### config.mk
export PLATFORM = sky130hd
export DESIGN_NAME = rtc_irq_timer
export DESIGN_NICKNAME = d
export VERILOG_FILES = /design/src/rtc_pkg.sv /design/src/rtc_flag.sv /design/src/rtc_irq_timer.sv /design/src/rtc_sync3.sv
export SDC_FILE = /design/constraint.sdc
export NUM_CORES = 1
export LEC_CHECK = 0
export ABC_AREA = 1
export BUFFER_PORTS_ARGS = -buffer_cell sky130_fd_sc_hd__buf_2
export CORE_MARGIN = 3
export CORE_UTILIZATION = 30
export CTS_CLUSTER_DIAMETER = 50
export DETAILED_ROUTE_END_ITERATION = 8
export PLACE_DENSITY = 0.6
export REMOVE_ABC_BUFFERS = 1
export SYNTH_ARGS = -nofsm -noshare
export SYNTH_HDL_FRONTEND = slang
export SYNTH_SLANG_ARGS = --single-unit
export TNS_END_PERCENT = 5
### constraint.sdc
create_clock -name i_clk -period 2.16 [get_ports i_clk]
set_input_delay 0 -clock i_clk [delete_from_list [all_inputs] [get_ports i_clk]]
set_output_delay 0 -clock i_clk [all_outputs]
set_load 0.05 [all_outputs]
### src/rtc_pkg.sv
// shared constants and types of the rtc interrupt and timer logic
package rtc_pkg;

   // time base
   localparam int unsigned CLK_HZ       = 50_000_000;
   localparam int unsigned XT_HZ        = 32_768;
   localparam int unsigned PRE_W        = 15;
   localparam int unsigned SEC_PER_MIN  = 60;
   localparam int unsigned SEC_HALF_MIN = 30;

   // cyclic interrupt period select codes
   localparam logic [2:0] CYC_OFF   = 3'h0;
   localparam logic [2:0] CYC_488US = 3'h1;
   localparam logic [2:0] CYC_977US = 3'h2;
   localparam logic [2:0] CYC_7MS   = 3'h3;
   localparam logic [2:0] CYC_62MS  = 3'h4;
   localparam logic [2:0] CYC_1S    = 3'h5;
   localparam logic [2:0] CYC_60S   = 3'h6;

   // prescaler masks: period is mask+1 crystal ticks
   localparam logic [14:0] MASK_488US = 15'h000f;
   localparam logic [14:0] MASK_977US = 15'h001f;
   localparam logic [14:0] MASK_7MS   = 15'h00ff;
   localparam logic [14:0] MASK_62MS  = 15'h07ff;
   localparam logic [14:0] MASK_1S    = 15'h7fff;

   // 1 to 8 hz divider stages start at this prescaler bit
   localparam int unsigned HZ8_BIT = 11;

   // timer: period is 2**(select+TMR_SHIFT) crystal ticks, select 0 is off
   localparam logic [2:0]  TMR_OFF       = 3'h0;
   localparam int unsigned TMR_SHIFT     = 8;
   localparam logic [3:0]  TMR_PULSE_XT  = 4'h8;

   // seconds adjust busy time
   localparam longint unsigned ADJ_TIME_NS = 122_100;
   localparam logic [2:0] ADJ_XT =
      3'((ADJ_TIME_NS * XT_HZ) / 64'd1_000_000_000);

   // oscillator stop detection: no crystal edge for this long
   localparam longint unsigned OSC_STOP_TIME_NS = 250_000;
   localparam int unsigned OSC_STOP_CYC =
      int'((OSC_STOP_TIME_NS * CLK_HZ) / 64'd1_000_000_000);

   // reset values
   localparam logic OSC_STOP_RST = 1'b1;
   localparam logic FLAG_RST     = 1'b0;

   // bcd hours and minutes
   typedef struct packed {
      logic [5:0] hour;
      logic [6:0] minute;
   } rtc_hm_t;

   typedef enum logic [1:0] {
      ADJ_IDLE = 2'b01,
      ADJ_BUSY = 2'b10
   } rtc_adj_t;

endpackage

### src/rtc_flag.sv
// sticky status flag, a set in the clearing cycle wins
`timescale 1ns/1ns
module rtc_flag #(
   parameter logic RST_VAL = 1'b0
) (
   input  wire logic i_clk,
   input  wire logic i_rst,
   input  wire logic i_set,
   input  wire logic i_clr,
   output logic      o_flag
);
   always_ff @(posedge i_clk or posedge i_rst) begin
      if (i_rst) begin
         o_flag <= RST_VAL;
      end else if (i_set) begin
         o_flag <= 1'b1;
      end else if (i_clr) begin
         o_flag <= 1'b0;
      end
   end
endmodule

### src/rtc_irq_timer.sv
// rtc interrupt, timer, oscillator stop and counter access logic
`timescale 1ns/1ns
module rtc_irq_timer #(
   parameter int unsigned OSC_STOP_CYC = rtc_pkg::OSC_STOP_CYC,
   parameter int unsigned GAP_W        = 24
) (
   input  wire logic            i_clk,
   input  wire logic            i_rst,
   input  wire logic            i_xtal,
   input  wire logic            i_alarm_enable_bit,
   input  wire rtc_pkg::rtc_hm_t i_alarm_time,
   input  wire rtc_pkg::rtc_hm_t i_cur_time,
   input  wire logic            i_alarm_flag_clear,
   input  wire logic [2:0]      i_cyclic_sel,
   input  wire logic            i_cyclic_level_mode_bit,
   input  wire logic            i_cyclic_flag_clear,
   input  wire logic [2:0]      i_timer_period_select,
   input  wire logic            i_timer_restart_bit,
   input  wire logic            i_seconds_adjust_bit,
   input  wire logic            i_count_enable_bit,
   input  wire logic            i_osc_flag_clear,
   output logic                 o_irq_out_n,
   output logic                 o_irq_oe_n,
   output logic                 o_alarm_flag,
   output logic                 o_cyclic_flag,
   output logic                 o_timer_pulse_out,
   output logic                 o_timer_flag,
   output logic                 o_osc_stop_flag,
   output logic                 o_carry_busy_flag,
   output logic                 o_sec_carry,
   output logic                 o_adjust_round_up
);

   // crystal time base
   logic                 xt_sync;
   logic                 xt_prev;
   logic [14:0]          pre;
   logic [5:0]           sec_cnt;
   logic [GAP_W-1:0]     gap_cnt;
   rtc_pkg::rtc_adj_t    adj_state;
   logic [2:0]           adj_cnt;
   logic                 carry_win;
   logic                 match_d;
   logic [15:0]          tmr_cnt;
   logic [3:0]           tmr_pulse_cnt;

   wire xt_tick  = xt_sync & ~xt_prev;
   wire adj_busy = (adj_state == rtc_pkg::ADJ_BUSY);
   wire tick_run = xt_tick & ~adj_busy;
   wire adj_start = (adj_state == rtc_pkg::ADJ_IDLE) & i_seconds_adjust_bit;
   wire sec_wrap = tick_run & (pre == rtc_pkg::MASK_1S);
   wire sec_last = (sec_cnt == 6'(rtc_pkg::SEC_PER_MIN - 1));
   wire sec_mid  = (sec_cnt == 6'(rtc_pkg::SEC_HALF_MIN - 1));

   rtc_sync3 u_xt_sync (
      .i_clk   (i_clk),
      .i_rst   (i_rst),
      .i_async (i_xtal),
      .o_sync  (xt_sync)
   );

   // cyclic period decode
   wire [14:0] cyc_mask =
      (i_cyclic_sel == rtc_pkg::CYC_488US) ? rtc_pkg::MASK_488US :
      (i_cyclic_sel == rtc_pkg::CYC_977US) ? rtc_pkg::MASK_977US :
      (i_cyclic_sel == rtc_pkg::CYC_7MS)   ? rtc_pkg::MASK_7MS   :
      (i_cyclic_sel == rtc_pkg::CYC_62MS)  ? rtc_pkg::MASK_62MS  :
      rtc_pkg::MASK_1S;
   wire cyc_is_min = (i_cyclic_sel == rtc_pkg::CYC_60S);
   wire cyc_on     = (i_cyclic_sel != rtc_pkg::CYC_OFF) &
                     (i_cyclic_sel <= rtc_pkg::CYC_60S);
   wire cyc_bnd_sub = tick_run & ((pre & cyc_mask) == cyc_mask);
   wire cyc_half_sub = tick_run & ((pre & cyc_mask) == (cyc_mask >> 1));
   wire cyc_bnd  = cyc_on & (cyc_is_min ? (sec_wrap & sec_last) : cyc_bnd_sub);
   wire cyc_half = cyc_is_min ? (sec_wrap & sec_mid) : cyc_half_sub;
   wire cyc_long = (i_cyclic_sel == rtc_pkg::CYC_1S) | cyc_is_min;
   wire cyc_adj_rel = adj_start & cyc_long & ~i_cyclic_level_mode_bit;

   // level mode waits for the host, pulse mode ends at half period
   wire cyc_clr = i_cyclic_level_mode_bit ? i_cyclic_flag_clear
                  : (cyc_half | cyc_adj_rel | ~cyc_on);

   rtc_flag #(
      .RST_VAL (rtc_pkg::FLAG_RST)
   ) u_cyc_flag (
      .i_clk  (i_clk),
      .i_rst  (i_rst),
      .i_set  (cyc_bnd & ~cyc_adj_rel),
      .i_clr  (cyc_clr),
      .o_flag (o_cyclic_flag)
   );

   // alarm compare; disabling the alarm drops the request
   wire alarm_match = i_alarm_enable_bit & (i_cur_time == i_alarm_time);
   wire alarm_set   = alarm_match & ~match_d;
   wire alarm_clr   = i_alarm_flag_clear | ~i_alarm_enable_bit;

   rtc_flag #(
      .RST_VAL (rtc_pkg::FLAG_RST)
   ) u_alarm_flag (
      .i_clk  (i_clk),
      .i_rst  (i_rst),
      .i_set  (alarm_set),
      .i_clr  (alarm_clr),
      .o_flag (o_alarm_flag)
   );

   // oscillator stop: count system clocks between crystal edges
   wire osc_stop_evt = (gap_cnt == GAP_W'(OSC_STOP_CYC - 1));

   rtc_flag #(
      .RST_VAL (rtc_pkg::OSC_STOP_RST)
   ) u_osc_flag (
      .i_clk  (i_clk),
      .i_rst  (i_rst),
      .i_set  (osc_stop_evt),
      .i_clr  (i_osc_flag_clear),
      .o_flag (o_osc_stop_flag)
   );

   always_ff @(posedge i_clk or posedge i_rst) begin
      if (i_rst) begin
         xt_prev <= 1'b0;
         gap_cnt <= '0;
      end else begin
         xt_prev <= xt_sync;
         if (xt_sync != xt_prev) begin
            gap_cnt <= '0;
         end else if (gap_cnt != GAP_W'(OSC_STOP_CYC)) begin
            gap_cnt <= gap_cnt + GAP_W'(1);
         end
      end
   end

   // prescaler and second-of-minute divider
   always_ff @(posedge i_clk or posedge i_rst) begin
      if (i_rst) begin
         pre     <= '0;
         sec_cnt <= '0;
      end else if (adj_start) begin
         pre[14:rtc_pkg::HZ8_BIT] <= '0;
         sec_cnt <= '0;
      end else if (tick_run) begin
         pre <= pre + 15'h0001;
         if (sec_wrap) begin
            sec_cnt <= sec_last ? 6'h00 : sec_cnt + 6'h01;
         end
      end
   end

   // seconds adjust sequence
   always_ff @(posedge i_clk or posedge i_rst) begin
      if (i_rst) begin
         adj_state         <= rtc_pkg::ADJ_IDLE;
         adj_cnt           <= '0;
         o_adjust_round_up <= 1'b0;
      end else begin
         o_adjust_round_up <= adj_start &
            (sec_cnt >= 6'(rtc_pkg::SEC_HALF_MIN));
         case (adj_state)
            rtc_pkg::ADJ_IDLE: begin
               adj_cnt <= '0;
               if (i_seconds_adjust_bit) begin
                  adj_state <= rtc_pkg::ADJ_BUSY;
               end
            end
            rtc_pkg::ADJ_BUSY: begin
               if (xt_tick) begin
                  if (adj_cnt == rtc_pkg::ADJ_XT - 3'h1) begin
                     adj_state <= rtc_pkg::ADJ_IDLE;
                  end
                  adj_cnt <= adj_cnt + 3'h1;
               end
            end
            default: begin
               adj_state <= rtc_pkg::ADJ_IDLE;
            end
         endcase
      end
   end

   // carry window and busy flag
   always_ff @(posedge i_clk or posedge i_rst) begin
      if (i_rst) begin
         carry_win         <= 1'b0;
         o_carry_busy_flag <= 1'b0;
         o_sec_carry       <= 1'b0;
      end else begin
         if (sec_wrap & i_count_enable_bit) begin
            carry_win <= 1'b1;
         end else if (xt_tick) begin
            carry_win <= 1'b0;
         end
         o_sec_carry       <= sec_wrap & i_count_enable_bit;
         o_carry_busy_flag <= carry_win | adj_busy | adj_start;
      end
   end

   // interrupt pin, open-drain, active low, independent of chip enable
   always_ff @(posedge i_clk or posedge i_rst) begin
      if (i_rst) begin
         match_d     <= 1'b0;
         o_irq_out_n <= 1'b0;
         o_irq_oe_n  <= 1'b1;
      end else begin
         match_d     <= alarm_match;
         o_irq_out_n <= 1'b0;
         o_irq_oe_n  <= ~(o_alarm_flag | o_cyclic_flag);
      end
   end

   // watchdog timer
   wire tmr_on = (i_timer_period_select != rtc_pkg::TMR_OFF);
   wire [15:0] tmr_last = (16'h0001 <<
      (5'(i_timer_period_select) + 5'(rtc_pkg::TMR_SHIFT))) - 16'h0001;
   wire tmr_expire = tmr_on & xt_tick & (tmr_cnt == tmr_last);

   always_ff @(posedge i_clk or posedge i_rst) begin
      if (i_rst) begin
         tmr_cnt           <= '0;
         tmr_pulse_cnt     <= '0;
         o_timer_pulse_out <= 1'b0;
         o_timer_flag      <= 1'b0;
      end else begin
         if (i_timer_restart_bit | ~tmr_on) begin
            tmr_cnt <= '0;
         end else if (tmr_expire) begin
            tmr_cnt <= '0;
         end else if (xt_tick) begin
            tmr_cnt <= tmr_cnt + 16'h0001;
         end
         if (i_timer_restart_bit) begin
            o_timer_pulse_out <= 1'b0;
            o_timer_flag      <= 1'b0;
            tmr_pulse_cnt     <= '0;
         end else if (tmr_expire) begin
            o_timer_pulse_out <= 1'b1;
            o_timer_flag      <= 1'b1;
            tmr_pulse_cnt     <= '0;
         end else if (o_timer_pulse_out & xt_tick) begin
            if (tmr_pulse_cnt == rtc_pkg::TMR_PULSE_XT - 4'h1) begin
               o_timer_pulse_out <= 1'b0;
               o_timer_flag      <= 1'b0;
            end
            tmr_pulse_cnt <= tmr_pulse_cnt + 4'h1;
         end
      end
   end

endmodule

### src/rtc_sync3.sv
// three-stage synchroniser, output follows once stages two and three agree
`timescale 1ns/1ns
module rtc_sync3 (
   input  wire logic i_clk,
   input  wire logic i_rst,
   input  wire logic i_async,
   output logic      o_sync
);
   logic s1;
   logic s2;
   logic s3;

   always_ff @(posedge i_clk or posedge i_rst) begin
      if (i_rst) begin
         s1     <= 1'b0;
         s2     <= 1'b0;
         s3     <= 1'b0;
         o_sync <= 1'b0;
      end else begin
         s1 <= i_async;
         s2 <= s1;
         s3 <= s2;
         if (s2 == s3) begin
            o_sync <= s3;
         end
      end
   end
endmodule

==> flow_metrics.env <==
export IMPL_min_from="i_cur_time[9]"
export IMPL_synth_top_cell_by_area="dfrtp_1"
export IMPL_hold_viol=0
export IMPL_dr_pass1_iters=5
export IMPL_peakVddDrop_v=0.000481
export IMPL_tightest_slew_ps=638
export IMPL_grt_pass1_vias=4284
export IMPL_fp_row_count=46
export IMPL_reg2reg_setup_slack_ps=270
export IMPL_rsz0062_at_grt="false"
export IMPL_nNetsFinal=802
export IMPL_via_per_inst=4.61
export IMPL_final_common_cell="nand2_1"
export IMPL_hpwlAfterDp_um=8340
export IMPL_ctsHtreeMaxLevel=3
export IMPL_min_period_ps=1890
export IMPL_arrival_ps=2160
export IMPL_cts_sinks=85
export IMPL_p_comb_frac=0.174
export IMPL_fmax_mhz=529
export IMPL_end_kind="register"
export IMPL_insertion_delay_ps=350
export IMPL_hold_depth=6
export IMPL_power_switching_uw=1260
export IMPL_yosys_warnings=0
export IMPL_p_int_uw=3110
export IMPL_yosysTopAreaCellShare=0.408
export IMPL_clk_pin_slew_ps=60
export IMPL_fillCellCount=1660
export IMPL_grt_pass1_wl_um=19700
export IMPL_numCtsBuffers=9
export IMPL_syn_avg_cell_area_um2=7.46
export IMPL_grt_max_degree=37
export IMPL_drt_total_wl_um=11200
export IMPL_die_x_um=136
export IMPL_synth_top_cells_by_area="dfrtp_1 41%, nand2_1 11%, inv_1 7.0%"
export IMPL_worstSetupStartpointType="register"
export IMPL_clkPwrFrac=0.400
export IMPL_r2r_end="pre[7]"
export IMPL_ys_seq_area_frac=0.423
export IMPL_synth_area_um2=5030
export IMPL_grt_overflow=0
export IMPL_placed_area_um2=5590
export IMPL_cp_required_ps=2430
export IMPL_critical_path_class="reg2reg"
export IMPL_critPathMaxFanout=11
export IMPL_drc_errors=0
export IMPL_powerDensity_nw_per_um2=725
export IMPL_core_um2=16200
export IMPL_maxCapViolations=0
export IMPL_die_y_um=136
export IMPL_drive_gt1_frac=0.132
export IMPL_slew_headroom=0.574
export IMPL_avgRoutedWirePerCell_um=11.6
export IMPL_dieArea_um2=18400
export IMPL_p_seq_frac=0.426
export IMPL_synth_seq_cells=85
export IMPL_clockBufferDepth=2
export IMPL_ant_nets=0
export IMPL_ys_types=44
export IMPL_start_util=0.311
export IMPL_cts_tree="built"
export IMPL_period_share=0.876
export IMPL_status="complete, no violations"
export IMPL_stdcell_area_um2=6030
export IMPL_slew_viol_final=0
export IMPL_switching_share=0.289
export IMPL_root_buffer="clkbuf_16"
export IMPL_antenna_found_initial=1
export IMPL_area_delta_synth_final_pct=19.8
export IMPL_hp_class="in2reg"
export IMPL_grt_util_all_layers=0.131
export IMPL_r2r_start="adj_state[0]"
export IMPL_setup_viol=0
export IMPL_reg2reg_depth=8
export IMPL_gp_congestion=0.846
export IMPL_syn_inst=675
export IMPL_antenna_cells=0
export IMPL_fin_skew_ps=6.38
export IMPL_vias=4462
export IMPL_ios=53
export IMPL_layout_common_cells="147 x nand2_1, 93 x inv_1, 89 x nor2_1"
export IMPL_port_buffers=51
export IMPL_p_leak_uw=0.00291
export IMPL_tns_ps=0
export IMPL_drt_iter0_drc=208
export IMPL_hold_end="match_d"
[sequential cells by signal, summed over array words and instances (netlist names), 2 cells and up]
register and flops:
pre 15, sec_cnt 6, tmr_pulse_cnt 4, tmr_cnt 16
adj_state 2, adj_cnt 3, gap_cnt 24
[worst max-delay path, stage by stage (launching register included)]
cell,delay (ps)
dfstp_2,360
inv_1,110
nor2_1,80
nand2_1,340
nand2_1,240
nor2_1,240
nand3_1,150
nor2_1,140
xor2_1,160
[through the flow]
stage	util	hold slack, ps	instances	total power, uW	setup WS, ps
3_5_place_dp	0.346	105	942	2650	238
5_1_grt	0.373	60.6	968	4620	29.7
6_report	0.373	25.7	968	4370	268
2_1_floorplan	-	31.4	666	2410	-28.5
3_3_place_gp	0.346	99.0	942	2640	321
4_1_cts	0.373	9.64	968	4440	207
[metal layers]
metal  share of wire  vias up  global-route usage
met5          0.0012        -                   0
met3           0.044       13              0.0368
met4           0.013        2              0.0403
met1            0.50     2030               0.176
met2            0.44       79               0.206
li1                -     2338                   -
[cells in the mapped netlist (all sizes together)]
library cell,count
a211oi,1
conb,1
clkbuf,2
a21boi,2
nand2,151
dfrtp,82
a22o,1
o211ai,1
o41ai,2
o21ai,35
o31ai,1
dfstp,3
or2,5
nand3,47
o22ai,2
nand3b,7
a21oi,27
xnor2,8
o21a,4
a41oi,1
ha,12
maj3,1
inv,97
nor3,28
and3,2
nor2,92
xor2,20
nand4,22
nor4,6
and2,1
nor3b,1
a31oi,3
buf,7
[power groups by stage]
| stage | clock network [uW] | registers (uW) | logic [uW] |
|---|---|---|---|
| final | 1750 | 1860 | 758 |
| after global routing | 1860 | 1880 | 872 |
| after CTS | 1800 | 1860 | 773 |
| after detailed placement | 0 | 1890 | 754 |
| after global placement | 0 | 1890 | 750 |
| after floorplan | 0 | 1910 | 496 |
[repair_timing]
| item | CTS | global route |
|---|---|---|
| buffers inserted | 0 | 0 |
| hold buffers | 10 | 0 |
| endpoints found under the hold margin | 39 | 0 |
| resized for setup | 0 | 0 |
[area by class of cell]
class	count	area, um^2	share of cell area
Multi-Input combinational cell	484	2490	0.413
Inverter	97	365	0.0606
Clock buffer	13	270	0.0448
Sequential cell	85	2130	0.353
Clock inverter	3	67.6	0.0112
Timing Repair Buffer	70	435	0.0722
Tap cell	216	270	0.0448
[logic make-up (layout without fill, tap and decap cells)]
group | after synthesis | in the layout | share of synthesized area
and+or+nand+nor | 362 | 362 | 0.323
other | 1 | 1 | 0.000745
buffers and inverters | 106 | 183 | 0.0818
xor gates and xnor gates | 28 | 28 | 0.0487
AOI/OAI and AO/OA | 80 | 80 | 0.0905
adders and majority gates | 13 | 13 | 0.0318
DFF | 85 | 85 | 0.423
[worst max path at each step]
stage	from	end	slack, ps	cells after the start
after floorplan	i_rst	adj_cnt[0]	-30	1
after global placement	adj_state[0]	pre[7]	320	8
after detailed placement	adj_state[0]	pre[7]	240	8
after CTS	adj_state[0]	pre[7]	210	8
after global routing	adj_state[0]	pre[7]	30	8
final	adj_state[0]	pre[7]	270	8
(Power assumes the default switching activity.)
